--- config.mk ---
export PLATFORM = sky130hd
export DESIGN_NAME = lvrc_top
export DESIGN_NICKNAME = d
export VERILOG_FILES = /design/src/hdl/lvrc_pkg.sv /design/src/hdl/lvrc_top.sv /design/src/hdl/lvrc_vector_arb.sv
export SDC_FILE = /design/constraint.sdc
export NUM_CORES = 1
export LEC_CHECK = 0
export ABC_CLOCK_PERIOD_IN_PS = 2100
export BUFFER_PORTS_ARGS = -buffer_cell sky130_fd_sc_hd__buf_2
export CAP_MARGIN = 20
export CORE_ASPECT_RATIO = 1.5
export CORE_MARGIN = 2
export CORE_UTILIZATION = 47
export CTS_CLUSTER_SIZE = 20
export DETAILED_ROUTE_END_ITERATION = 8
export PLACE_DENSITY = 0.81
export SLEW_MARGIN = 20
export SYNTH_ARGS = -nofsm -noshare
export SYNTH_HDL_FRONTEND = slang
export SYNTH_HIERARCHICAL = 1
export SYNTH_SLANG_ARGS = --single-unit
--- constraint.sdc ---
create_clock -name i_clk -period 2.1 [get_ports i_clk]
set_clock_uncertainty 0.1 [all_clocks]
set_input_delay 0 -clock i_clk [delete_from_list [all_inputs] [get_ports i_clk]]
set_output_delay 0 -clock i_clk [all_outputs]
set_load 0.01 [all_outputs]
--- src/hdl/lvrc_pkg.sv ---
package lvrc_pkg;
   // Register byte offsets
   localparam logic [7:0] power_mgmt_control_1_off = 8'h00;
   localparam logic [7:0] reset_status_register_off = 8'h04;
   localparam logic [7:0] reset_source_input_off = 8'h08;
   localparam logic [7:0] stop_request_off = 8'h0c;
   localparam logic [7:0] vector_status_off = 8'h10;

   // Control register fields
   localparam int ctl_detector_enable_bit = 0;
   localparam int ctl_detector_stop_enable_bit = 1;
   localparam int ctl_low_volt_reset_enable_bit = 2;
   localparam int ctl_threshold_select_bit = 3;
   localparam int ctl_watchdog_enable_bit = 4;
   localparam int ctl_clock_monitor_enable_bit = 5;
   localparam int ctl_low_volt_warning_irq_enable_bit = 6;
   localparam logic [6:0] ctl_reset_value = 7'h01;

   // Status register fields
   localparam int st_watchdog_bit = 0;
   localparam int st_clock_loss_bit = 1;
   localparam int st_low_volt_bit = 2;
   localparam int st_pin_bit = 3;
   localparam int st_bad_opcode_bit = 4;
   localparam int st_bad_address_bit = 5;
   localparam int st_power_on_bit = 6;
   localparam int st_debug_forced_bit = 7;
   localparam logic [7:0] st_reset_value = 8'h44;

   localparam logic [15:0] reset_vector_addr = 16'hfffe;
   localparam logic [15:0] vector_table_top = 16'hfffe;
   localparam int vector_count = 7;
   localparam logic [2:0] reset_vector_num = 3'h0;

   // Stop mode codes returned by the block on o_stop_mode
   typedef enum logic [1:0] {
      lvrc_run_mode,
      lvrc_stop2_mode,
      lvrc_stop3_mode
   } lvrc_mode_type;

   typedef struct packed {
      logic watchdog;
      logic clock_loss;
      logic pin;
      logic bad_opcode;
      logic bad_address;
      logic debug_forced;
   } lvrc_src_type;

   typedef struct packed {
      logic [7:0] paddr;
      logic psel;
      logic penable;
      logic pwrite;
      logic [31:0] pwdata;
   } lvrc_apb_req_type;
endpackage : lvrc_pkg

--- src/hdl/lvrc_top.sv ---
`timescale 1ns/10ps
module lvrc_top (
   input wire logic i_clk,
   input wire logic i_reset,
   input wire logic [7:0] i_paddr,
   input wire logic i_psel,
   input wire logic i_penable,
   input wire logic i_pwrite,
   input wire logic [31:0] i_pwdata,
   output logic [31:0] o_prdata,
   output logic o_pready,
   output logic o_pslverr,
   input wire logic i_por_detect,
   input wire logic i_below_low_thresh,
   input wire logic i_below_high_thresh,
   input wire logic i_below_warn_thresh,
   input wire lvrc_pkg::lvrc_src_type i_src,
   input wire logic [lvrc_pkg::vector_count-1:1] i_irq_pending,
   input wire logic i_stop_req,
   input wire logic i_stop2_sel,
   output logic o_system_reset,
   output logic [1:0] o_stop_mode,
   output logic o_detector_active,
   output logic o_low_volt_warning_flag,
   output logic o_vector_valid,
   output logic [2:0] o_vector_num,
   output logic [15:0] o_vector_addr
);
   logic [6:0] ctl_q;
   logic [6:0] ctl_d;
   logic [7:0] status_q;
   logic [7:0] status_d;
   logic hold_q;
   logic hold_d;
   logic rst_q;
   logic [1:0] mode_q;
   logic [1:0] mode_d;
   logic warn_q;
   logic [31:0] prdata_q;
   logic [31:0] prdata_d;
   logic pready_q;
   logic pslverr_q;
   logic vec_valid_q;
   logic [2:0] vec_num_q;
   logic [15:0] vec_addr_q;
   logic por_seen_q;

   wire logic detector_enable = ctl_q[lvrc_pkg::ctl_detector_enable_bit];
   wire logic detector_stop_enable =
      ctl_q[lvrc_pkg::ctl_detector_stop_enable_bit];
   wire logic low_volt_reset_enable =
      ctl_q[lvrc_pkg::ctl_low_volt_reset_enable_bit];
   wire logic threshold_select = ctl_q[lvrc_pkg::ctl_threshold_select_bit];
   wire logic watchdog_enable = ctl_q[lvrc_pkg::ctl_watchdog_enable_bit];
   wire logic clock_monitor_enable =
      ctl_q[lvrc_pkg::ctl_clock_monitor_enable_bit];

   // Detector state
   wire logic in_stop = (mode_q != lvrc_pkg::lvrc_run_mode);
   wire logic det_on = detector_enable
      && (!in_stop || detector_stop_enable);
   wire logic sel_below = threshold_select
      ? i_below_high_thresh : i_below_low_thresh;
   wire logic lv_detect = det_on && sel_below;
   wire logic lv_reset = lv_detect && low_volt_reset_enable;

   // Gated and ungated sources
   wire logic wd_reset = i_src.watchdog && watchdog_enable;
   wire logic cl_reset = i_src.clock_loss && clock_monitor_enable;
   wire logic other_reset = i_src.pin || i_src.bad_opcode
      || i_src.bad_address || i_src.debug_forced;
   wire logic any_src = i_por_detect || lv_reset || wd_reset || cl_reset
      || other_reset;

   // Hold: POR waits for low threshold, low volt waits for selected one
   wire logic hold_por = por_seen_q && i_below_low_thresh;
   wire logic hold_lv = hold_q && !por_seen_q && sel_below;
   assign hold_d = any_src || hold_por || hold_lv;

   // Stop mode request resolution
   always_comb begin
      mode_d = mode_q;
      if (i_stop_req) begin
         if (i_stop2_sel && !(detector_enable && detector_stop_enable)) begin
            mode_d = lvrc_pkg::lvrc_stop2_mode;
         end else begin
            mode_d = lvrc_pkg::lvrc_stop3_mode;
         end
      end else if (any_src) begin
         mode_d = lvrc_pkg::lvrc_run_mode;
      end
   end

   // Cause flags: new reset clears old causes and records new ones
   always_comb begin
      status_d = status_q;
      if (any_src && !hold_q) begin
         status_d = 8'h00;
      end
      if (i_por_detect) begin
         status_d = 8'h00;
         status_d[lvrc_pkg::st_power_on_bit] = 1'b1;
         status_d[lvrc_pkg::st_low_volt_bit] = 1'b1;
      end else if (any_src) begin
         status_d[lvrc_pkg::st_low_volt_bit] =
            status_d[lvrc_pkg::st_low_volt_bit] | lv_reset;
         status_d[lvrc_pkg::st_watchdog_bit] =
            status_d[lvrc_pkg::st_watchdog_bit] | wd_reset;
         status_d[lvrc_pkg::st_clock_loss_bit] =
            status_d[lvrc_pkg::st_clock_loss_bit] | cl_reset;
         status_d[lvrc_pkg::st_pin_bit] =
            status_d[lvrc_pkg::st_pin_bit] | i_src.pin;
         status_d[lvrc_pkg::st_bad_opcode_bit] =
            status_d[lvrc_pkg::st_bad_opcode_bit] | i_src.bad_opcode;
         status_d[lvrc_pkg::st_bad_address_bit] =
            status_d[lvrc_pkg::st_bad_address_bit] | i_src.bad_address;
         status_d[lvrc_pkg::st_debug_forced_bit] =
            status_d[lvrc_pkg::st_debug_forced_bit] | i_src.debug_forced;
      end
   end

   // APB: one wait state; writes land on the edge that sees pready
   wire logic apb_acc = i_psel && i_penable && !pready_q;
   wire logic apb_done = i_psel && i_penable && pready_q;
   wire logic apb_wr = apb_done && i_pwrite;
   wire logic hit_ctl = (i_paddr == lvrc_pkg::power_mgmt_control_1_off);
   wire logic hit_st = (i_paddr == lvrc_pkg::reset_status_register_off);
   wire logic hit_src = (i_paddr == lvrc_pkg::reset_source_input_off);
   wire logic hit_mode = (i_paddr == lvrc_pkg::stop_request_off);
   wire logic hit_vec = (i_paddr == lvrc_pkg::vector_status_off);
   wire logic hit_any = hit_ctl || hit_st || hit_src || hit_mode || hit_vec;

   // Control writes; reset state keeps last setting except on POR
   always_comb begin
      ctl_d = ctl_q;
      if (i_por_detect) begin
         ctl_d = lvrc_pkg::ctl_reset_value;
      end else if (apb_wr && hit_ctl && !o_system_reset) begin
         ctl_d = i_pwdata[6:0];
      end
   end

   always_comb begin
      prdata_d = 32'h0000_0000;
      if (hit_ctl) begin
         prdata_d = {25'h0000000, ctl_q};
      end else if (hit_st) begin
         prdata_d = {24'h000000, status_q};
      end else if (hit_src) begin
         prdata_d = {24'h000000, warn_q, sel_below, det_on, i_por_detect,
            i_src.watchdog, i_src.clock_loss, i_src.pin, i_src.bad_opcode};
      end else if (hit_mode) begin
         prdata_d = {30'h00000000, mode_q};
      end else if (hit_vec) begin
         prdata_d = {8'h00, vec_addr_q, 1'b0, vec_num_q, 3'h0, vec_valid_q};
      end
   end

   // Vector arbitration; reset state pends vector 0
   logic [lvrc_pkg::vector_count-1:0] pend;
   logic arb_valid;
   logic [2:0] arb_num;
   logic [15:0] arb_addr;
   assign pend = {i_irq_pending, hold_q};

   lvrc_vector_arb #(
      .N(lvrc_pkg::vector_count)
   ) u_arb (
      .i_pending(pend),
      .o_valid(arb_valid),
      .o_num(arb_num),
      .o_addr(arb_addr)
   );

   always_ff @(posedge i_clk) begin
      if (i_reset) begin
         ctl_q <= lvrc_pkg::ctl_reset_value;
         status_q <= lvrc_pkg::st_reset_value;
         hold_q <= 1'b1;
         rst_q <= 1'b1;
         por_seen_q <= 1'b1;
         mode_q <= lvrc_pkg::lvrc_run_mode;
         warn_q <= 1'b0;
         prdata_q <= 32'h0000_0000;
         pready_q <= 1'b0;
         pslverr_q <= 1'b0;
         vec_valid_q <= 1'b0;
         vec_num_q <= 3'h0;
         vec_addr_q <= 16'h0000;
      end else begin
         ctl_q <= ctl_d;
         status_q <= status_d;
         hold_q <= hold_d;
         rst_q <= hold_q;
         por_seen_q <= i_por_detect || (por_seen_q && hold_d);
         mode_q <= mode_d;
         warn_q <= det_on && i_below_warn_thresh;
         prdata_q <= prdata_d;
         pready_q <= apb_acc;
         pslverr_q <= apb_acc && !hit_any;
         vec_valid_q <= arb_valid;
         vec_num_q <= arb_num;
         vec_addr_q <= arb_addr;
      end
   end

   assign o_system_reset = rst_q;
   assign o_prdata = prdata_q;
   assign o_pready = pready_q;
   assign o_pslverr = pslverr_q;
   assign o_stop_mode = mode_q;
   assign o_low_volt_warning_flag = warn_q;
   assign o_vector_valid = vec_valid_q;
   assign o_vector_num = vec_num_q;
   assign o_vector_addr = vec_addr_q;

   logic det_q;
   always_ff @(posedge i_clk) begin
      if (i_reset) begin
         det_q <= 1'b0;
      end else begin
         det_q <= det_on;
      end
   end
   assign o_detector_active = det_q;

   property p_por_reset;
      @(posedge i_clk) disable iff (i_reset)
      i_por_detect |-> ##2 o_system_reset;
   endproperty
   a_por_reset: assert property (p_por_reset) else $error("por no reset");

   property p_por_hold;
      @(posedge i_clk) disable iff (i_reset)
      (por_seen_q && i_below_low_thresh) |-> ##2 o_system_reset;
   endproperty
   a_por_hold: assert property (p_por_hold) else $error("por hold");

   property p_por_flags;
      @(posedge i_clk) disable iff (i_reset)
      i_por_detect |=> status_q[lvrc_pkg::st_power_on_bit]
         && status_q[lvrc_pkg::st_low_volt_bit];
   endproperty
   a_por_flags: assert property (p_por_flags) else $error("por flags");

   property p_det_off;
      @(posedge i_clk) disable iff (i_reset)
      !detector_enable |=> !o_detector_active;
   endproperty
   a_det_off: assert property (p_det_off) else $error("det active");

   property p_stop_off;
      @(posedge i_clk) disable iff (i_reset)
      (in_stop && !detector_stop_enable) |=> !o_detector_active;
   endproperty
   a_stop_off: assert property (p_stop_off) else $error("stop det");

   property p_stop3;
      @(posedge i_clk) disable iff (i_reset)
      (i_stop_req && detector_enable && detector_stop_enable)
         |=> o_stop_mode == lvrc_pkg::lvrc_stop3_mode;
   endproperty
   a_stop3: assert property (p_stop3) else $error("stop2 taken");

   property p_lv_gate;
      @(posedge i_clk) disable iff (i_reset)
      (!hold_q && !i_por_detect && !wd_reset && !cl_reset && !other_reset
         && !hold_por && !low_volt_reset_enable) |=> !hold_q;
   endproperty
   a_lv_gate: assert property (p_lv_gate) else $error("lv gate");

   property p_lv_flag;
      @(posedge i_clk) disable iff (i_reset)
      (lv_reset && !i_por_detect) |=> status_q[lvrc_pkg::st_low_volt_bit];
   endproperty
   a_lv_flag: assert property (p_lv_flag) else $error("lv flag");

   property p_vec_reset;
      @(posedge i_clk) disable iff (i_reset)
      hold_q |=> o_vector_num == lvrc_pkg::reset_vector_num
         && o_vector_addr == lvrc_pkg::reset_vector_addr;
   endproperty
   a_vec_reset: assert property (p_vec_reset) else $error("vec");

   property p_release;
      @(posedge i_clk) disable iff (i_reset)
      $fell(hold_q) |=> $fell(o_system_reset);
   endproperty
   a_release: assert property (p_release) else $error("release");

   property p_lv_sel;
      @(posedge i_clk) disable iff (i_reset)
      (det_on && low_volt_reset_enable
         && (threshold_select ? i_below_high_thresh : i_below_low_thresh))
         |=> hold_q;
   endproperty
   a_lv_sel: assert property (p_lv_sel) else $error("lv select");

   property p_lv_hold;
      @(posedge i_clk) disable iff (i_reset)
      (hold_q && !por_seen_q && (threshold_select
         ? i_below_high_thresh : i_below_low_thresh)) |=> hold_q;
   endproperty
   a_lv_hold: assert property (p_lv_hold) else $error("lv hold");

   property p_plain_src;
      @(posedge i_clk) disable iff (i_reset)
      (i_src.pin || i_src.bad_opcode || i_src.bad_address
         || i_src.debug_forced) |=> hold_q;
   endproperty
   a_plain_src: assert property (p_plain_src) else $error("src");

   property p_gated_src;
      @(posedge i_clk) disable iff (i_reset)
      ((i_src.watchdog && watchdog_enable)
         || (i_src.clock_loss && clock_monitor_enable)) |=> hold_q;
   endproperty
   a_gated_src: assert property (p_gated_src) else $error("gated");

   property p_vec_irq;
      @(posedge i_clk) disable iff (i_reset)
      (!hold_q && i_irq_pending[1]) |=> o_vector_num == 3'h1
         && o_vector_addr == lvrc_pkg::reset_vector_addr - 16'h0002;
   endproperty
   a_vec_irq: assert property (p_vec_irq) else $error("vec irq");

   property p_rel_time;
      @(posedge i_clk) disable iff (i_reset)
      (hold_q && !hold_d) |-> ##2 !o_system_reset;
   endproperty
   a_rel_time: assert property (p_rel_time) else $error("late");

   property p_det_keep;
      @(posedge i_clk) disable iff (i_reset)
      (detector_enable && detector_stop_enable) |=> o_detector_active;
   endproperty
   a_det_keep: assert property (p_det_keep) else $error("det off");

   property p_warn_off;
      @(posedge i_clk) disable iff (i_reset)
      !detector_enable |=> !o_low_volt_warning_flag;
   endproperty
   a_warn_off: assert property (p_warn_off) else $error("warn");
endmodule : lvrc_top

--- src/hdl/lvrc_vector_arb.sv ---
`timescale 1ns/10ps
// Lowest numbered pending vector wins
module lvrc_vector_arb #(
   parameter int N = 7
) (
   input wire logic [N-1:0] i_pending,
   output logic o_valid,
   output logic [2:0] o_num,
   output logic [15:0] o_addr
);
   function automatic logic [2:0] pick(input logic [N-1:0] p);
      logic [2:0] r;
      r = 3'h0;
      for (int k = N - 1; k >= 0; k--) begin
         if (p[k]) begin
            r = 3'(k);
         end
      end
      return r;
   endfunction : pick

   assign o_valid = |i_pending;
   assign o_num = pick(i_pending);
   assign o_addr = lvrc_pkg::vector_table_top - {12'h000, o_num, 1'b0};
endmodule : lvrc_vector_arb

==> results.json <==
{
  "status": "finished, final reports clean",
  "synthFlopType": "dfxtp_1",
  "timing.hold.ws_ns": 0.0463,
  "critPathMaxStageDelay_ns": 0.56,
  "grt_max_degree": 29,
  "muxShareOfSynthArea_pct": 5.89,
  "synth_top_area_share_pct": 52.1,
  "core_area_um2": 5410,
  "ys_ff_latch": 68,
  "drive_above_1_share_pct": 33.1,
  "synth_fa_ha_area_share_pct": 0,
  "hold_viol": 0,
  "worstReg2RegStart": "ctl_q[3]",
  "cts_num_sinks": 68,
  "drc": 0,
  "ys_seq_area_share_pct": 52.1,
  "start_util_pct": 48.3,
  "cp_max_fo": 5,
  "cts.htree.levels": 3,
  "synth.distinct_cells": 43,
  "slew_violations": 0,
  "dieArea_um2": 6190,
  "final_area_um2": 3560,
  "viasPerCell": 4.80,
  "post_cts_buffers": 0,
  "cp-end-kind": "flop",
  "cts_buffer_depth": 2,
  "synth_compound_area_share_pct": 8.80,
  "antenna_found_initial": 0,
  "drt_iter0_drc": 163,
  "leakagePower_uw": 0.00165,
  "wl_mm": 6.21,
  "dp.final_hpwl_mm": 4.03,
  "synth_cells": 266,
  "die_h_um": 95.4,
  "die_w_um": 64.9,
  "synth_top_family_by_area": "simple AND/OR/NAND/NOR gates",
  "synthArstFlopShare_pct": 0,
  "fillers": 426,
  "tritoncts": "built",
  "critPathLaunchType": "flop",
  "finalSetupViolCount": 0,
  "ys_top_cells_by_area": "dfxtp_1 52%, buf_4 6.6%, nor2b_1 5.3%, mux2i_1 4.6%, and2_2 3.7%",
  "ios": 122,
  "num_vias": 2222,
  "globalRouteTotalUtil_pct": 21.5,
  "fin_nets": 451,
  "cts_root_buf": "clkbuf_8",
  "vdd_drop_max_mv": 0.608,
  "io_buffers": 88,
  "crit_start": "ctl_q[3]",
  "synth_xor_area_share_pct": 0,
  "hp-start": "i_reset",
  "diodes": 0,
  "numCtsBuffers": 9,
  "drtPass1Iterations": 4,
  "grt_pass1_vias": 2126,
  "wl_per_cell_um": 13.4,
  "antenna_left": 0,
  "crit_chain": "mux2i_1, and4b_1, nor2_2, nand3_1, dlygate4sd3_1",
  "post_synth.cell_area_avg_um2": 9.83,
  "critPathBufInv": 1,
  "critPathTopFamily": "buffers and inverters",
  "overflow": 0,
  "rsz0062_at_grt": "no",
  "critPathRequiredTime_ns": 2.23,
  "synth.top_cells.by_count": "68 x dfxtp_1, 25 x nor2_1, 23 x buf_4, 22 x nor2b_1, 15 x nand2_1",
  "finalCriticalPeriod_ns": 2.02,
  "clk_pin_slew_worst_paths_ns": 0.08,
  "gp_congestion": 0.865,
  "fmax_ghz": 0.495,
  "ff_latch_area_um2": 1360,
  "crit_arrival_ns": 2.15,
  "yosysWarnings": 6,
  "grt_pass1_wl_mm": 9.88,
  "syn_to_final_growth_pct": 36.2,
  "maxCapViolCount": 0,
  "multi_input_area_um2": 1090,
  "synth-simple-area-share_pct": 23.3,
  "hp-class": "in -> reg",
  "finalSetupTns_ns": 0,
  "slowest_stage": "dlygate4sd3_1",
  "row_count": 33,
  "syn_area_um2": 2620,
  "p_per_area_nw_per_um2": 733,
  "yosysMostFrequentCell": "dfxtp_1",
  "synth-edff-count": 0,
  "dpl_cell_area_um2": 3010,
  "crit_type": "reg -> reg",
  "fin_crit_sh_pct": 96.2,
  "clk_latency_ns": 0.34,
  "yosysTopAreaCell": "dfxtp_1"
}
==> per-layer routing <==
layer | up-vias | share of wire [%] | GRT usage, %
met3 | 16 | 6.6 | 6.38
met2 | 95 | 53 | 38.8
met5 | - | 0 | 0
met1 | 1027 | 37 | 22.0
li1 | 1084 | - | -
met4 | 0 | 2.9 | 11.3
==> through the flow <==
step	utilization [%]	worst slack [ns]	instances	total power (uW)
floorplan	-	0.455	284	1480
global placement	55.6	0.287	412	1540
detailed placement	55.6	0.255	412	1540
CTS	65.6	0.0532	463	2620
global route	65.9	0.00545	463	2720
finish	65.9	0.0796	463	2610
==> power by group <==
group          internal, uW  leakage [uW]  switching [uW]  total [uW]
sequential             1320      0.000555            14.1        1330
combinational           111       0.00100             116         227
clock                   548     0.0000927             505        1050
total                  1980       0.00165             635        2610
==> cells by family after synthesis <==
| group | Yosys count |
|---|---|
| compound gates | 35 |
| buf+inv | 39 |
| flops | 68 |
| mux | 14 |
| other cells | 3 |
| simple gates | 107 |
==> path summary, 6_finish.rpt <==
path                       end  slack, ns  cells after the start
max                     hold_q       0.08                      5
min          o_vector_addr[12]       0.05                      3
max reg2reg             hold_q       0.08                      5
min reg2reg       o_prdata[15]       0.35                      1
==> worst min-delay path: cells and delay by family <==
kind	cells	cell delay (ns)
buf+inv	2	0.33
simple gates	1	0.12
==> layout by cell type, fill, tap and decap left out, types with 2 or more instances in the layout <==
| cell | count |
|---|---|
| a22oi_1 | 3 |
| nand2_1 | 15 |
| nand3_1 | 5 |
| nor4_4 | 2 |
| or2_2 | 2 |
| nor2_1 | 24 |
| nor2b_1 | 22 |
| and2_2 | 13 |
| conb_1 | 21 |
| nor3b_1 | 2 |
| dfxtp_1 | 68 |
| a21oi_1 | 11 |
| clkinvlp_4 | 2 |
| a31oi_1 | 2 |
| clkinv_2 | 2 |
| nor3_1 | 7 |
| o21bai_1 | 2 |
| and2_1 | 4 |
| clkbuf_8 | 9 |
| buf_2 | 88 |
| o21ai_0 | 5 |
| nor3_2 | 2 |
| dlygate4sd3_1 | 35 |
| inv_1 | 6 |
| mux2i_1 | 12 |
| o31ai_1 | 2 |
| nand2b_1 | 2 |
| buf_4 | 3 |
==> final cells by class <==
cell class | count | area share [%]
tap | 70 | 2.46
inverter | 6 | 0.632
multi-input combinational | 177 | 30.5
sequential | 68 | 38.2
timing repair buffer | 126 | 22.8
clock inverter | 6 | 1.79
clock buffer | 10 | 3.58
==> flip-flops by register name, summed over array words and instances (netlist names) <==
register	cells
o_vector_addr	16
o_vector_num	3
hold_q	1
ctl_q	7
o_stop_mode	2
o_vector_valid	1
o_pslverr	1
o_pready	1
o_low_volt_warning_flag	1
status_q	8
o_prdata	24
o_system_reset	1
o_detector_active	1
por_seen_q	1
==> timing repair <==
| item | CTS | global route |
|---|---|---|
| hold buffers | 35 | 0 |
| endpoints found under the setup margin | 0 | 4 |
| resized for setup | 0 | 4 |
| hold endpoints to repair | 33 | 0 |
(Power assumes the default switching activity.)
